[src/pwm_core_control_pkg.sv]
package pwm_core_control_pkg;

	// ------------------------------------------------------------
	// special-function register addresses
	// ------------------------------------------------------------
	localparam logic [7:0] ADDR_RUN_CONTROL = 8'hD7; // pwm_run_control
	localparam logic [7:0] ADDR_MODE_CONFIG = 8'hDF; // pwm_mode_config

	// ------------------------------------------------------------
	// pwm_run_control field positions and reset
	// ------------------------------------------------------------
	localparam int BIT_RUN_ENABLE    = 7;
	localparam int BIT_RELOAD_REQ    = 6;
	localparam int BIT_PERIOD_FLAG   = 5;
	localparam int BIT_COUNTER_CLEAR = 4;
	localparam logic [7:0] RUN_CONTROL_RESET = 8'h00;

	// ------------------------------------------------------------
	// pwm_mode_config field positions and reset
	// ------------------------------------------------------------
	localparam int MODE_SEL_HI      = 7;
	localparam int MODE_SEL_LO      = 6;
	localparam int BIT_GROUP_DUTY   = 5;
	localparam int BIT_ALIGN_SEL    = 4;
	localparam int BIT_FAULT_PIN_EN = 3;
	localparam int PRESCALE_HI      = 2;
	localparam logic [7:0] MODE_CONFIG_RESET = 8'h00;

	// ------------------------------------------------------------
	// widths and counts
	// ------------------------------------------------------------
	localparam int NUM_CH    = 6;
	localparam int CNT_W     = 16;
	localparam logic [CNT_W-1:0] CNT_ZERO = 16'h0000;
	localparam logic [6:0] DIV_ZERO = 7'h00;

	// ------------------------------------------------------------
	// enumerations
	// ------------------------------------------------------------
	typedef enum logic [1:0] {
		MODE_INDEPENDENT   = 2'b00,
		MODE_COMPLEMENTARY = 2'b01,
		MODE_SYNCHRONIZED  = 2'b10,
		MODE_RESERVED      = 2'b11
	} out_mode_t;

	typedef enum logic [1:0] {
		IRQ_AT_FALL   = 2'b00,
		IRQ_AT_RISE   = 2'b01,
		IRQ_AT_CENTER = 2'b10,
		IRQ_AT_END    = 2'b11
	} irq_point_t;

	// register access from the processor core
	typedef struct packed {
		logic       wr;
		logic [7:0] addr;
		logic [7:0] wdata;
	} sfr_req_t;

endpackage

[src/pwm_core_control.sv]
`timescale 1ns/10ps
`default_nettype none

module pwm_core_control
	import pwm_core_control_pkg::*;
(
	// clock and reset
	input  wire logic                     sys_clk_i,
	input  wire logic                     rst_n_i,
	// special-function register port
	input  wire sfr_req_t                 sfr_req_i,
	output logic      [7:0]               sfr_rdata_o,
	// clock source choice and timer overflow pulse
	input  wire logic                     pwm_clk_sel_i,
	input  wire logic                     timer_ovf_i,
	// period, duty and selections held by sibling registers
	input  wire logic [CNT_W-1:0]         period_i,
	input  wire logic [NUM_CH-1:0][CNT_W-1:0] duty_i,
	input  wire logic [2:0]               irq_channel_sel_i,
	input  wire logic [1:0]               irq_point_sel_i,
	input  wire logic                     fault_edge_polarity_i,
	input  wire logic [NUM_CH-1:0]        fault_brake_data_i,
	// fault pin from the power stage
	input  wire logic                     fault_input_i,
	// waveform outputs
	output logic      [NUM_CH-1:0]        pwm_o,
	output logic                          period_event_flag_o,
	output logic                          fault_brake_o
);
	// ------------------------------------------------------------
	// register state
	// ------------------------------------------------------------
	logic             run_enable_q;        // generator running
	logic             reload_pend_q;       // reload waiting for period end
	logic             period_flag_q;       // sticky period event
	logic             clear_pend_q;        // counter clear waiting
	logic [7:0]       mode_cfg_q;          // pwm_mode_config contents
	logic             run_prev_q;          // run_enable one cycle ago
	logic             brake_q;             // fault brake holding outputs
	// ------------------------------------------------------------
	// counter and buffers
	// ------------------------------------------------------------
	logic [CNT_W-1:0] cnt_q;               // 16-bit pwm counter
	logic             down_q;              // center mode counting down
	logic [CNT_W-1:0] period_buf_q;        // working period
	logic [NUM_CH-1:0][CNT_W-1:0] duty_buf_q; // working duties
	logic [6:0]       div_q;               // prescaler count
	logic [NUM_CH-1:0] pg_prev_q;          // raw waveform last tick
	// ------------------------------------------------------------
	// fault pin synchroniser
	// ------------------------------------------------------------
	logic             fsync1_q, fsync2_q, fsync3_q; // stages one (metastable) to three
	logic             fault_lvl_q;         // accepted fault level
	// ------------------------------------------------------------
	// decoded configuration and events
	// ------------------------------------------------------------
	out_mode_t        out_mode;
	irq_point_t       irq_point;
	logic             group_en, center_en, fault_pin_en; // mode_cfg_q fields
	logic [2:0]       prescale;
	logic [6:0]       div_mask;            // ones below the division point
	logic             src_tick;            // pwm source clock enable
	logic             tick;                // divided counter advance
	logic             at_top;              // counter equals period
	logic             period_end;          // last tick of a period
	logic             fault_edge;          // qualified edge on fault pin
	logic             wr_run, wr_mode;     // register write strobes
	logic [NUM_CH-1:0] pg;                 // raw compare waveform
	logic [NUM_CH-1:0] shaped;             // after mode selection
	logic             sel_now, sel_prev;   // flag channel now and last tick
	logic             irq_hit;
	assign out_mode     = out_mode_t'(mode_cfg_q[MODE_SEL_HI:MODE_SEL_LO]);
	assign irq_point    = irq_point_t'(irq_point_sel_i);
	assign group_en     = mode_cfg_q[BIT_GROUP_DUTY];
	assign center_en    = mode_cfg_q[BIT_ALIGN_SEL];
	assign fault_pin_en = mode_cfg_q[BIT_FAULT_PIN_EN];
	assign prescale     = mode_cfg_q[PRESCALE_HI:0];
	assign wr_run       = sfr_req_i.wr && (sfr_req_i.addr == ADDR_RUN_CONTROL);
	assign wr_mode      = sfr_req_i.wr && (sfr_req_i.addr == ADDR_MODE_CONFIG);
	// ------------------------------------------------------------
	// fault pin sampling
	// ------------------------------------------------------------
	// three stages; the level is taken only when stages two and three agree
	always_ff @(posedge sys_clk_i or negedge rst_n_i) begin
		if (!rst_n_i) begin
			fsync1_q    <= 1'b0;
			fsync2_q    <= 1'b0;
			fsync3_q    <= 1'b0;
			fault_lvl_q <= 1'b0;
		end else begin
			fsync1_q <= fault_input_i;
			fsync2_q <= fsync1_q;
			fsync3_q <= fsync2_q;
			if (fsync2_q == fsync3_q) begin
				fault_lvl_q <= fsync3_q;
			end
		end
	end
	// polarity one means a rising edge brakes, zero a falling edge
	assign fault_edge = fault_pin_en && (fsync2_q == fsync3_q) && (fsync3_q != fault_lvl_q)
	                    && (fsync3_q == fault_edge_polarity_i);
	// ------------------------------------------------------------
	// prescaler
	// ------------------------------------------------------------
	// mask of ones: division by 2**prescale
	assign div_mask = 7'(({7'h00, 1'b1} << prescale) - 8'h01);
	assign src_tick = pwm_clk_sel_i ? timer_ovf_i : 1'b1;
	assign tick     = run_enable_q && src_tick && ((div_q & div_mask) == div_mask);
	always_ff @(posedge sys_clk_i or negedge rst_n_i) begin
		if (!rst_n_i) begin
			div_q <= DIV_ZERO;
		end else if (run_enable_q && !run_prev_q) begin
			div_q <= DIV_ZERO;
		end else if (run_enable_q && src_tick) begin
			div_q <= (tick) ? DIV_ZERO : div_q + 7'h01;
		end
	end
	// ------------------------------------------------------------
	// counter
	// ------------------------------------------------------------
	assign at_top     = (cnt_q == period_buf_q);
	// edge: period ends at the top; center: back down at zero
	assign period_end = tick && (center_en ? (down_q && cnt_q == CNT_ZERO) || (period_buf_q == CNT_ZERO)
	                                       : at_top);

	always_ff @(posedge sys_clk_i or negedge rst_n_i) begin
		if (!rst_n_i) begin
			cnt_q  <= CNT_ZERO;
			down_q <= 1'b0;
		end else if (fault_edge) begin
			cnt_q  <= CNT_ZERO;
			down_q <= 1'b0;
		end else if (clear_pend_q) begin
			cnt_q  <= CNT_ZERO;
			down_q <= 1'b0;
		end else if (tick) begin
			if (!center_en) begin
				cnt_q  <= at_top ? CNT_ZERO : cnt_q + 16'h0001;
				down_q <= 1'b0;
			end else if (!down_q) begin
				// turn round at the top so top and bottom each last one tick
				down_q <= at_top && (period_buf_q != CNT_ZERO);
				cnt_q  <= at_top ? cnt_q - 16'(period_buf_q != CNT_ZERO) : cnt_q + 16'h0001;
			end else if (cnt_q == CNT_ZERO) begin
				down_q <= 1'b0;
				cnt_q  <= (period_buf_q != CNT_ZERO) ? 16'h0001 : CNT_ZERO;
			end else begin
				cnt_q <= cnt_q - 16'h0001;
			end
		end
	end
	// ------------------------------------------------------------
	// period and duty buffers
	// ------------------------------------------------------------
	// only swap at a period boundary so no half-updated cycle appears
	always_ff @(posedge sys_clk_i or negedge rst_n_i) begin
		if (!rst_n_i) begin
			period_buf_q <= CNT_ZERO;
			duty_buf_q   <= '0;
		end else if (reload_pend_q && period_end) begin
			period_buf_q <= period_i;
			duty_buf_q   <= duty_i;
		end
	end
	// ------------------------------------------------------------
	// compare waveforms, one per channel
	// ------------------------------------------------------------
	// high below the duty: set at zero in edge mode, cleared at the match
	genvar ch;
	generate
		for (ch = 0; ch < NUM_CH; ch++) begin : g_cmp
			logic [CNT_W-1:0] duty_use;
			assign duty_use = group_en ? duty_buf_q[0] : duty_buf_q[ch];
			assign pg[ch]   = (cnt_q < duty_use);
			// odd channels follow their even partner per mode
			if (ch % 2 == 1) begin : g_odd
				always_comb begin
					case (out_mode)
						MODE_COMPLEMENTARY: shaped[ch] = ~pg[ch-1];
						MODE_SYNCHRONIZED:  shaped[ch] = pg[ch-1];
						default:            shaped[ch] = pg[ch]; // reserved acts as independent
					endcase
				end
			end else begin : g_even
				assign shaped[ch] = pg[ch];
			end
		end
	endgenerate
	// ------------------------------------------------------------
	// outputs
	// ------------------------------------------------------------
	// idle drives low; brake drives the brake pattern until restarted
	always_ff @(posedge sys_clk_i or negedge rst_n_i) begin
		if (!rst_n_i) begin
			pwm_o <= '0;
		end else if (brake_q || fault_edge) begin
			pwm_o <= fault_brake_data_i;
		end else begin
			pwm_o <= run_enable_q ? shaped : '0;
		end
	end
	// ------------------------------------------------------------
	// interrupt point detection
	// ------------------------------------------------------------
	always_ff @(posedge sys_clk_i or negedge rst_n_i) begin
		if (!rst_n_i) begin
			pg_prev_q <= '0;
		end else if (tick) begin
			pg_prev_q <= pg;
		end
	end

	// channel choice above five falls back to channel zero
	assign sel_now  = (irq_channel_sel_i < 3'(NUM_CH)) ? pg[irq_channel_sel_i] : pg[0];
	assign sel_prev = (irq_channel_sel_i < 3'(NUM_CH)) ? pg_prev_q[irq_channel_sel_i] : pg_prev_q[0];
	always_comb begin
		irq_hit = 1'b0;
		if (tick) begin
			case (irq_point)
				IRQ_AT_FALL:   irq_hit = sel_prev && !sel_now;
				IRQ_AT_RISE:   irq_hit = !sel_prev && sel_now;
				// center and end points exist only when center-aligned
				IRQ_AT_CENTER: irq_hit = center_en && !down_q && at_top;
				IRQ_AT_END:    irq_hit = center_en && down_q && (cnt_q == CNT_ZERO);
				default:       irq_hit = 1'b0;
			endcase
		end
	end
	// ------------------------------------------------------------
	// pwm_run_control
	// ------------------------------------------------------------
	// run: hardware clear on fault, software set restarts and lifts brake
	always_ff @(posedge sys_clk_i or negedge rst_n_i) begin
		if (!rst_n_i) begin
			run_enable_q <= RUN_CONTROL_RESET[BIT_RUN_ENABLE];
			brake_q      <= 1'b0;
		end else if (fault_edge) begin
			run_enable_q <= 1'b0;
			brake_q      <= 1'b1;
		end else if (wr_run) begin
			run_enable_q <= sfr_req_i.wdata[BIT_RUN_ENABLE];
			if (sfr_req_i.wdata[BIT_RUN_ENABLE]) begin
				brake_q <= 1'b0;
			end
		end
	end
	always_ff @(posedge sys_clk_i or negedge rst_n_i) begin
		if (!rst_n_i) begin
			run_prev_q <= 1'b0;
		end else begin
			run_prev_q <= run_enable_q;
		end
	end
	// reload: a fresh write of one wins over the completing transfer
	always_ff @(posedge sys_clk_i or negedge rst_n_i) begin
		if (!rst_n_i) begin
			reload_pend_q <= RUN_CONTROL_RESET[BIT_RELOAD_REQ];
		end else if (wr_run && sfr_req_i.wdata[BIT_RELOAD_REQ]) begin
			reload_pend_q <= 1'b1;
		end else if (reload_pend_q && period_end) begin
			reload_pend_q <= 1'b0;
		end
	end
	// counter clear: taken the cycle after the write, then dropped
	always_ff @(posedge sys_clk_i or negedge rst_n_i) begin
		if (!rst_n_i) begin
			clear_pend_q <= RUN_CONTROL_RESET[BIT_COUNTER_CLEAR];
		end else begin
			clear_pend_q <= wr_run && sfr_req_i.wdata[BIT_COUNTER_CLEAR];
		end
	end

	// flag: writing zero clears, a same-cycle event keeps it set
	always_ff @(posedge sys_clk_i or negedge rst_n_i) begin
		if (!rst_n_i) begin
			period_flag_q <= RUN_CONTROL_RESET[BIT_PERIOD_FLAG];
		end else if (irq_hit) begin
			period_flag_q <= 1'b1;
		end else if (wr_run && !sfr_req_i.wdata[BIT_PERIOD_FLAG]) begin
			period_flag_q <= 1'b0;
		end
	end
	// ------------------------------------------------------------
	// pwm_mode_config
	// ------------------------------------------------------------
	always_ff @(posedge sys_clk_i or negedge rst_n_i) begin
		if (!rst_n_i) begin
			mode_cfg_q <= MODE_CONFIG_RESET;
		end else if (wr_mode) begin
			mode_cfg_q <= sfr_req_i.wdata;
		end
	end
	// ------------------------------------------------------------
	// read-back
	// ------------------------------------------------------------
	// unmapped addresses and low nibble of run control read zero
	always_comb begin
		sfr_rdata_o = 8'h00;
		case (sfr_req_i.addr)
			ADDR_RUN_CONTROL: begin
				sfr_rdata_o[BIT_RUN_ENABLE]    = run_enable_q;
				sfr_rdata_o[BIT_RELOAD_REQ]    = reload_pend_q;
				sfr_rdata_o[BIT_PERIOD_FLAG]   = period_flag_q;
				sfr_rdata_o[BIT_COUNTER_CLEAR] = clear_pend_q;
			end
			ADDR_MODE_CONFIG: sfr_rdata_o = mode_cfg_q;
			default:          sfr_rdata_o = 8'h00;
		endcase
	end

	assign period_event_flag_o = period_flag_q;
	assign fault_brake_o       = brake_q;

endmodule

`default_nettype wire

[config.mk]
export PLATFORM = sky130hd
export DESIGN_NAME = pwm_core_control
export DESIGN_NICKNAME = d
export VERILOG_FILES = /design/src/pwm_core_control_pkg.sv /design/src/pwm_core_control.sv
export SDC_FILE = /design/constraint.sdc
export NUM_CORES = 1
export LEC_CHECK = 0
export ABC_AREA = 1
export BUFFER_PORTS_ARGS = -buffer_cell sky130_fd_sc_hd__buf_2
export CAP_MARGIN = 30
export CORE_MARGIN = 1
export CORE_UTILIZATION = 58
export DETAILED_ROUTE_END_ITERATION = 7
export PLACE_DENSITY = 0.81
export SETUP_SLACK_MARGIN = 0.15
export SLEW_MARGIN = 20
export SYNTH_ARGS = -nofsm -noshare
export SYNTH_HDL_FRONTEND = slang
export SYNTH_SLANG_ARGS = --single-unit
[constraint.sdc]
create_clock -name sys_clk_i -period 3.5 [get_ports sys_clk_i]
set_input_delay 0.7 -clock sys_clk_i [delete_from_list [all_inputs] [get_ports sys_clk_i]]
set_output_delay 0.7 -clock sys_clk_i [all_outputs]
set_load 0.02 [all_outputs]
**Word-level counts from Yosys, hierarchy flattened**

Index checks and enable logic that the tools add are counted.

- Register bits after elaboration: 166
- Bits in latches: 0
- RAM bits: 0
- Memory bits (read-only): 0
- Bits of input ports: 146
- Output and inout port bits: 16
- Word-level logic and storage cells: 141
- Memories: 0

- Add/subtract/negate cells: 5
- Multiply operators: 0
- Div/mod/pow operators: 0
- Magnitude comparators: 8
- Eq/ne operators: 12
- Shifts and indexed selects: 1
- Multiplexer cells: 49
- Bitwise logic cells: 4
- Reduce and logical (&&, ||, !) cells: 39

Operators by type and width:

| cell | count |
|---|---|
| $mux 16 | 13 |
| $lt 16x16->1 | 6 |
| $logic_not 16->1 | 2 |
| $mux 1 | 23 |
| $logic_and 1x1->1 | 21 |
| $mux 7 | 3 |
| $add 16x1->16 const B | 1 |
| $eq 16x16->1 | 1 |
| $eq 8x8->1 const B | 2 |
| $reduce_bool 16->1 | 1 |
| $sub 16x1->16 | 1 |
| $sub 16x1->16 const B | 1 |
| $mux 6 | 2 |
| $reduce_bool 2->1 | 5 |
| $pmux 4 s2 | 1 |
| $add 7x1->7 const B | 1 |
| $and 7x7->7 | 1 |
| $eq 7x7->1 | 1 |
| $shl 1x3->7 const A | 1 |
| $sub 7x1->7 const B | 1 |
| $bmux 1 s3 | 2 |
| $eq 2x2->1 const B | 3 |
| $pmux 1 s2 | 3 |
| $logic_not 1->1 | 5 |
| 12 further kinds | 17 |

**Longest topological paths before layout**

- Depth after elaboration: 10
- Gate-level depth with buffers: 23

**Worst setup path before layout**

Ideal clock, no wire load.

- Path kind: reg-to-reg
- From: reg mode_cfg_q[5]
- To: reg period_flag_q (netlist: period_event_flag_o)
- Data arrival time: 2,516 ps
- Slack: 864 ps
- Cell stages (with the launch flop): 21
- Clock period less this slack: 2,636 ps
- Path through: dfrtp_1 -> buf_2 -> inv_2 -> clkbuf_1 -> buf_1 -> a21oi_1 -> ha_1 -> a21oi_1 -> nor2_1 -> a211oi_1 -> nand2_1 -> nand2_1 -> nand2_1 -> nand2_1 -> nand3_1 -> nand2_1 -> nand2_1 -> nand3_1 -> nand2_1 -> nand3_1 -> nand2_1

- Word-level cells in the longest chain between the ends: 10
- Elaborated cells between the ends (all ways): 20
- Classes of those cells: 5 x order compare; 11 x mux; 4 x reduce/logical

RTL lines:

| item | RTL line | source |
|---|---|---|
| start: declaration | pwm_core_control.sv:37 | `logic [7:0] mode_cfg_q;` |
| start signal: assignment | pwm_core_control.sv:290 | `mode_cfg_q <= sfr_req_i.wdata;` |
| $mux 16 | pwm_core_control.sv:173 | `assign duty_use = group_en ? duty_buf_q[0] : duty_buf_q[ch];` |
| $lt 16x16->1 | pwm_core_control.sv:174 | `assign pg[ch] = (cnt_q < duty_use);` |
| $bmux 1 s3 * | pwm_core_control.sv:214 | `assign sel_now = (irq_channel_sel_i < 3'(NUM_CH)) ? pg[irq_channel_sel_i] : pg[0];` |
| $mux 1 (not written as such) * | pwm_core_control.sv:214 |  |
| $mux 1 * | pwm_core_control.sv:214 |  |
| $logic_not 1->1 | pwm_core_control.sv:220 | `IRQ_AT_FALL: irq_hit = sel_prev && !sel_now;` |
| $logic_and 1x1->1 | pwm_core_control.sv:220 |  |
| $pmux 1 s4 * | pwm_core_control.sv:219 | `case (irq_point)` |
| $mux 1 * | pwm_core_control.sv:218 | `if (tick) begin` |
| $mux 1 / $reduce_bool 2->1 (equally long branches) | - |  |
| end signal: assignment | pwm_core_control.sv:276 | `period_flag_q <= RUN_CONTROL_RESET[BIT_PERIOD_FLAG];` |
| end: declaration | pwm_core_control.sv:35 | `logic period_flag_q;` |

Mark *: on every way between the ends. The rest lies on a longest branch, timed or not. The select of a mux whose other input is x is not followed.
A chain may end at the register's enable or synchronous reset.

**Worst setup path in the final report**

- From: reg cnt_q[5]
- To: reg cnt_q[5]

- Word-level cells in the longest chain between the ends: 7
- Elaborated cells between the ends (all ways): 13
- Classes of those cells: 3 x add/sub; 1 x eq/ne; 8 x mux; 1 x reduce/logical

RTL lines:

| item | RTL line | source |
|---|---|---|
| start: declaration | pwm_core_control.sv:43 | `logic [CNT_W-1:0] cnt_q;` |
| start signal: assignment | pwm_core_control.sv:138 | `cnt_q <= at_top ? CNT_ZERO : cnt_q + 16'h0001;` |
| start signal: assignment | pwm_core_control.sv:143 | `cnt_q <= at_top ? cnt_q - 16'(period_buf_q != CNT_ZERO) : cnt_q + 16'h0001;` |
| start signal: assignment | pwm_core_control.sv:146 | `cnt_q <= (period_buf_q != CNT_ZERO) ? 16'h0001 : CNT_ZERO;` |
| $add 16x1->16, or another cell as far along | pwm_core_control.sv:138, pwm_core_control.sv:143 |  |
| $mux 16 (on tied branches) | pwm_core_control.sv:143, pwm_core_control.sv:144 |  |
| $mux 16 | pwm_core_control.sv:140 | `end else if (!down_q) begin` |
| $mux 16 * | pwm_core_control.sv:137 | `if (!center_en) begin` |
| $mux 16 * | pwm_core_control.sv:136 | `end else if (tick) begin` |
| $mux 16 * | pwm_core_control.sv:133 | `end else if (clear_pend_q) begin` |
| $mux 16 * | pwm_core_control.sv:130 | `end else if (fault_edge) begin` |

Marks and branches as above.

==> flow_metrics.py <==
metrics = {
    "outcome": {
        "outcome": "complete, but fails checks",
        "violations": "design-rule violations",
    },
    "power_and_ir_drop": {
        "netSwitchingPower_mw": 0.999,
        "ir_drop_mv": 0.325,
        "switching_share_pct": 24.5,
        "clkPwrFrac_pct": 43.3,
        "internal_power_mw": 3.08,
        "leakage_nw": 7.30,
        "p_per_area_nw_per_um2": 332,
        "p_comb_share_pct": 8.7,
        "seq_power_share_pct": 48.0,
    },
    "floorplanning": {
        "core_um2": 18100,
        "die_width_um": 138,
        "ios": 162,
        "rows": 49,
        "die-area_um2": 19100,
        "start_util_pct": 59.6,
        "fp.dieH_um": 138,
    },
    "layout": {
        "final_cell_mix": "nand2_1 (524), dfrtp_1 (166), buf_2 (160)",
        "nets": 1847,
        "drive_gt1_share_pct": 13.9,
        "final_common_cell": "nand2_1",
        "finalNonFillerCells": 1843,
        "syn_to_final_growth_pct": 13.9,
        "n_fill_cell": 1587,
        "utilization_pct": 67.9,
        "antenna_cells": 0,
    },
    "clock_tree": {
        "clk_path_buf_depth": 2,
        "cts_root_buf": "clkbuf_16",
        "postCtsSetupBuffers": 0,
        "cts_buffers": 17,
        "clk_latency_ns": 0.43,
        "htree_levels": 4,
        "clkSinkCount": 166,
        "clk_pin_slew_ns": 0.06,
        "cts_tree": "done",
        "cts_resized": 0,
        "cts_hold_buf": 0,
    },
    "synthesis": {
        "synth.ff_latch_count": 166,
        "synth-adder-area-share_pct": 11.4,
        "yosysSeqAreaShare_pct": 38.5,
        "synth_flop_cell": "dfrtp_1",
        "synth_fp_nets": 1707,
        "yosys_warnings": 0,
        "synthMuxAreaShare_pct": 0.186,
        "syn_area_um2": 10800,
        "yosys.area_share.simple_pct": 26.0,
        "syn_inst": 1463,
        "synth-compound-area-share_pct": 13.7,
        "synth_edf_count": 0,
        "yosysUniqueCellTypes": 45,
        "yosys.area_share.xor_xnor_pct": 2.84,
        "synth_top_family_by_area": "simple AND/OR/NAND/NOR gates",
        "async_reset_ff_share_pct": 100,
        "synth.avg_cell_area_um2": 7.37,
    },
    "route": {
        "vias": 10400,
        "drt_iter0_markers": 1029,
        "dr.pass1.iters": 8,
        "wl_per_cell_um": 15.8,
        "routed_wl_um": 29000,
        "ant_nets": 0,
        "viasPerCell": 5.65,
        "drc": 21,
    },
    "global_routing": {
        "track_usage_pct": 31.5,
        "grt_pass1_vias": 10300,
        "overflow": 0,
        "grt_pass1_wl_um": 48500,
        "antenna_found_initial": 0,
        "grt_max_degree": 111,
    },
    "worst_setup_path": {
        "required_ns": 3.81,
        "crit_chain": "inv_1, nand2_1, nand4_1, nor4_1, nand2_1, nor2_1, inv_2, o21ai_0, a21oi_1, o21ai_0",
        "slowest_delay_ns": 0.73,
        "cp_max_fo": 13,
        "cpMaxStageDelayCell": "dfrtp_1",
        "start_kind": "register",
        "arrival_ns": 3.38,
        "worstSetupPathType": "reg -> reg",
        "endpoint_kind": "register",
    },
    "timing": {
        "fin_crit_sh_pct": 87.8,
        "setup_ws_ns": 0.427,
        "worst_slew_pin_slew_ns": 0.956,
        "fin_crit_ns": 3.07,
        "hold_viol": 0,
        "finalSetupTns_ns": 0,
        "clock_skew_ns": 0.0112,
        "clock.fmax_ghz": 0.325,
        "setup-violations-final": 0,
        "slew_headroom_pct": 36.3,
        "rsz0062_at_grt": "false",
        "hold_ws_ns": 0.235,
        "slew_violations": 0,
    },
    "placed_design": {
        "placedCellCount": 1813,
        "gp_congestion": 1.02,
        "dp_worst_setup_slack_ns": 0.592,
        "hpwl_um": 21200,
        "io_buffer_count": 161,
    },
    "hold_path": {
        "holdCritPathClass": "in -> async",
    },
    "flow_run": {
        "cap_viol_max_count": 0,
    },
}
## state kept, by name, summed over array words and instances (netlist names), 6 cells and up
name	flops
duty_buf_q	80
cnt_q	16
g_cmp.duty_use	16
period_buf_q	16
mode_cfg_q	8
div_q	7
pg_prev_q	6
pwm_o	6
## critical path, delay by kind of cell, from the launching register on
family | cells | cell delay, ns
and+or+nand+nor | 5 | 1.12
DFF | 1 | 0.73
AOI/OAI and AO/OA | 3 | 0.61
buffers and inverters | 2 | 0.49
## final cells by class
| cell class | count | area, µm² | share of cell area, % |
|---|---|---|---|
| repair buffers | 177 | 970 | 7.90 |
| clock buffers | 21 | 460 | 3.75 |
| multi-input cells | 1109 | 5830 | 47.5 |
| inverters | 132 | 497 | 4.05 |
| well taps | 229 | 287 | 2.33 |
| flip-flops and latches | 166 | 4150 | 33.8 |
| clock inverters | 9 | 80.1 | 0.652 |
## per-layer routing
| metal | wire [µm] | track usage, % |
|---|---|---|
| met1 | 12100 | 41.1 |
| met2 | 13700 | 52.3 |
| met3 | 2290 | 5.47 |
| met4 | 938 | 12.9 |
| met5 | 0 | 0 |
## synthesized netlist by cell type (all sizes together), types with 6 or more instances
cell type | number | share of area, %
nor3 | 22 | 1.1
xor2 | 27 | 2.2
dfrtp | 166 | 39
nor4 | 6 | 0.41
nand2 | 525 | 18
nor2 | 87 | 3.1
clkbuf | 18 | 0.64
o211ai | 7 | 0.53
inv | 132 | 4.6
xnor2 | 8 | 0.65
o21ai | 89 | 4.1
a21oi | 152 | 7.1
ha | 98 | 11
nand3 | 47 | 2.2
buf | 38 | 2.2
a211oi | 6 | 0.42
nand4 | 7 | 0.41
## final timing paths
check | endpoint | from | slack [ns] | cells past startpoint
max | cnt_q[5] | cnt_q[5] | 0.43 | 10
max in group asynchronous | fault_brake_o | rst_n_i | 2.43 | 2
max reg2reg | cnt_q[5] | cnt_q[5] | 0.43 | 10
min | duty_buf_q[36] | rst_n_i | 0.24 | 1
min in group sys_clk_i | fsync2_q | fsync1_q | 0.35 | 0
min reg2reg | fsync2_q | fsync1_q | 0.35 | 0
## stage by stage
step / instance area (µm²) / total power [mW]
finish: 12300 / 4.08
global route: 12300 / 4.23
CTS: 12300 / 4.09
detailed placement: 11700 / 2.35
global placement: 11700 / 2.33
floorplan: 10800 / 2.16
## cell families (layout without fill, tap and decap cells)
kind of cell | Yosys count | count (layout)
buffers and inverters | 188 | 339
multiplexers | 2 | 2
AND/OR/NAND/NOR | 700 | 700
flip-flops | 166 | 166
XOR/XNOR | 35 | 35
adder cells (fa/ha/maj) | 98 | 98
AO/OA/AOI/OAI | 274 | 274
## power by group through the flow
stage	sequential [mW]	combinational (mW)	clock (mW)
2_1_floorplan	1.99	0.173	0
3_5_place_dp	1.99	0.353	0
5_1_grt	1.96	0.404	1.86
4_1_cts	1.96	0.355	1.78
3_3_place_gp	1.99	0.342	0
6_report	1.96	0.356	1.77
Power figures use the tool's default switching activity.
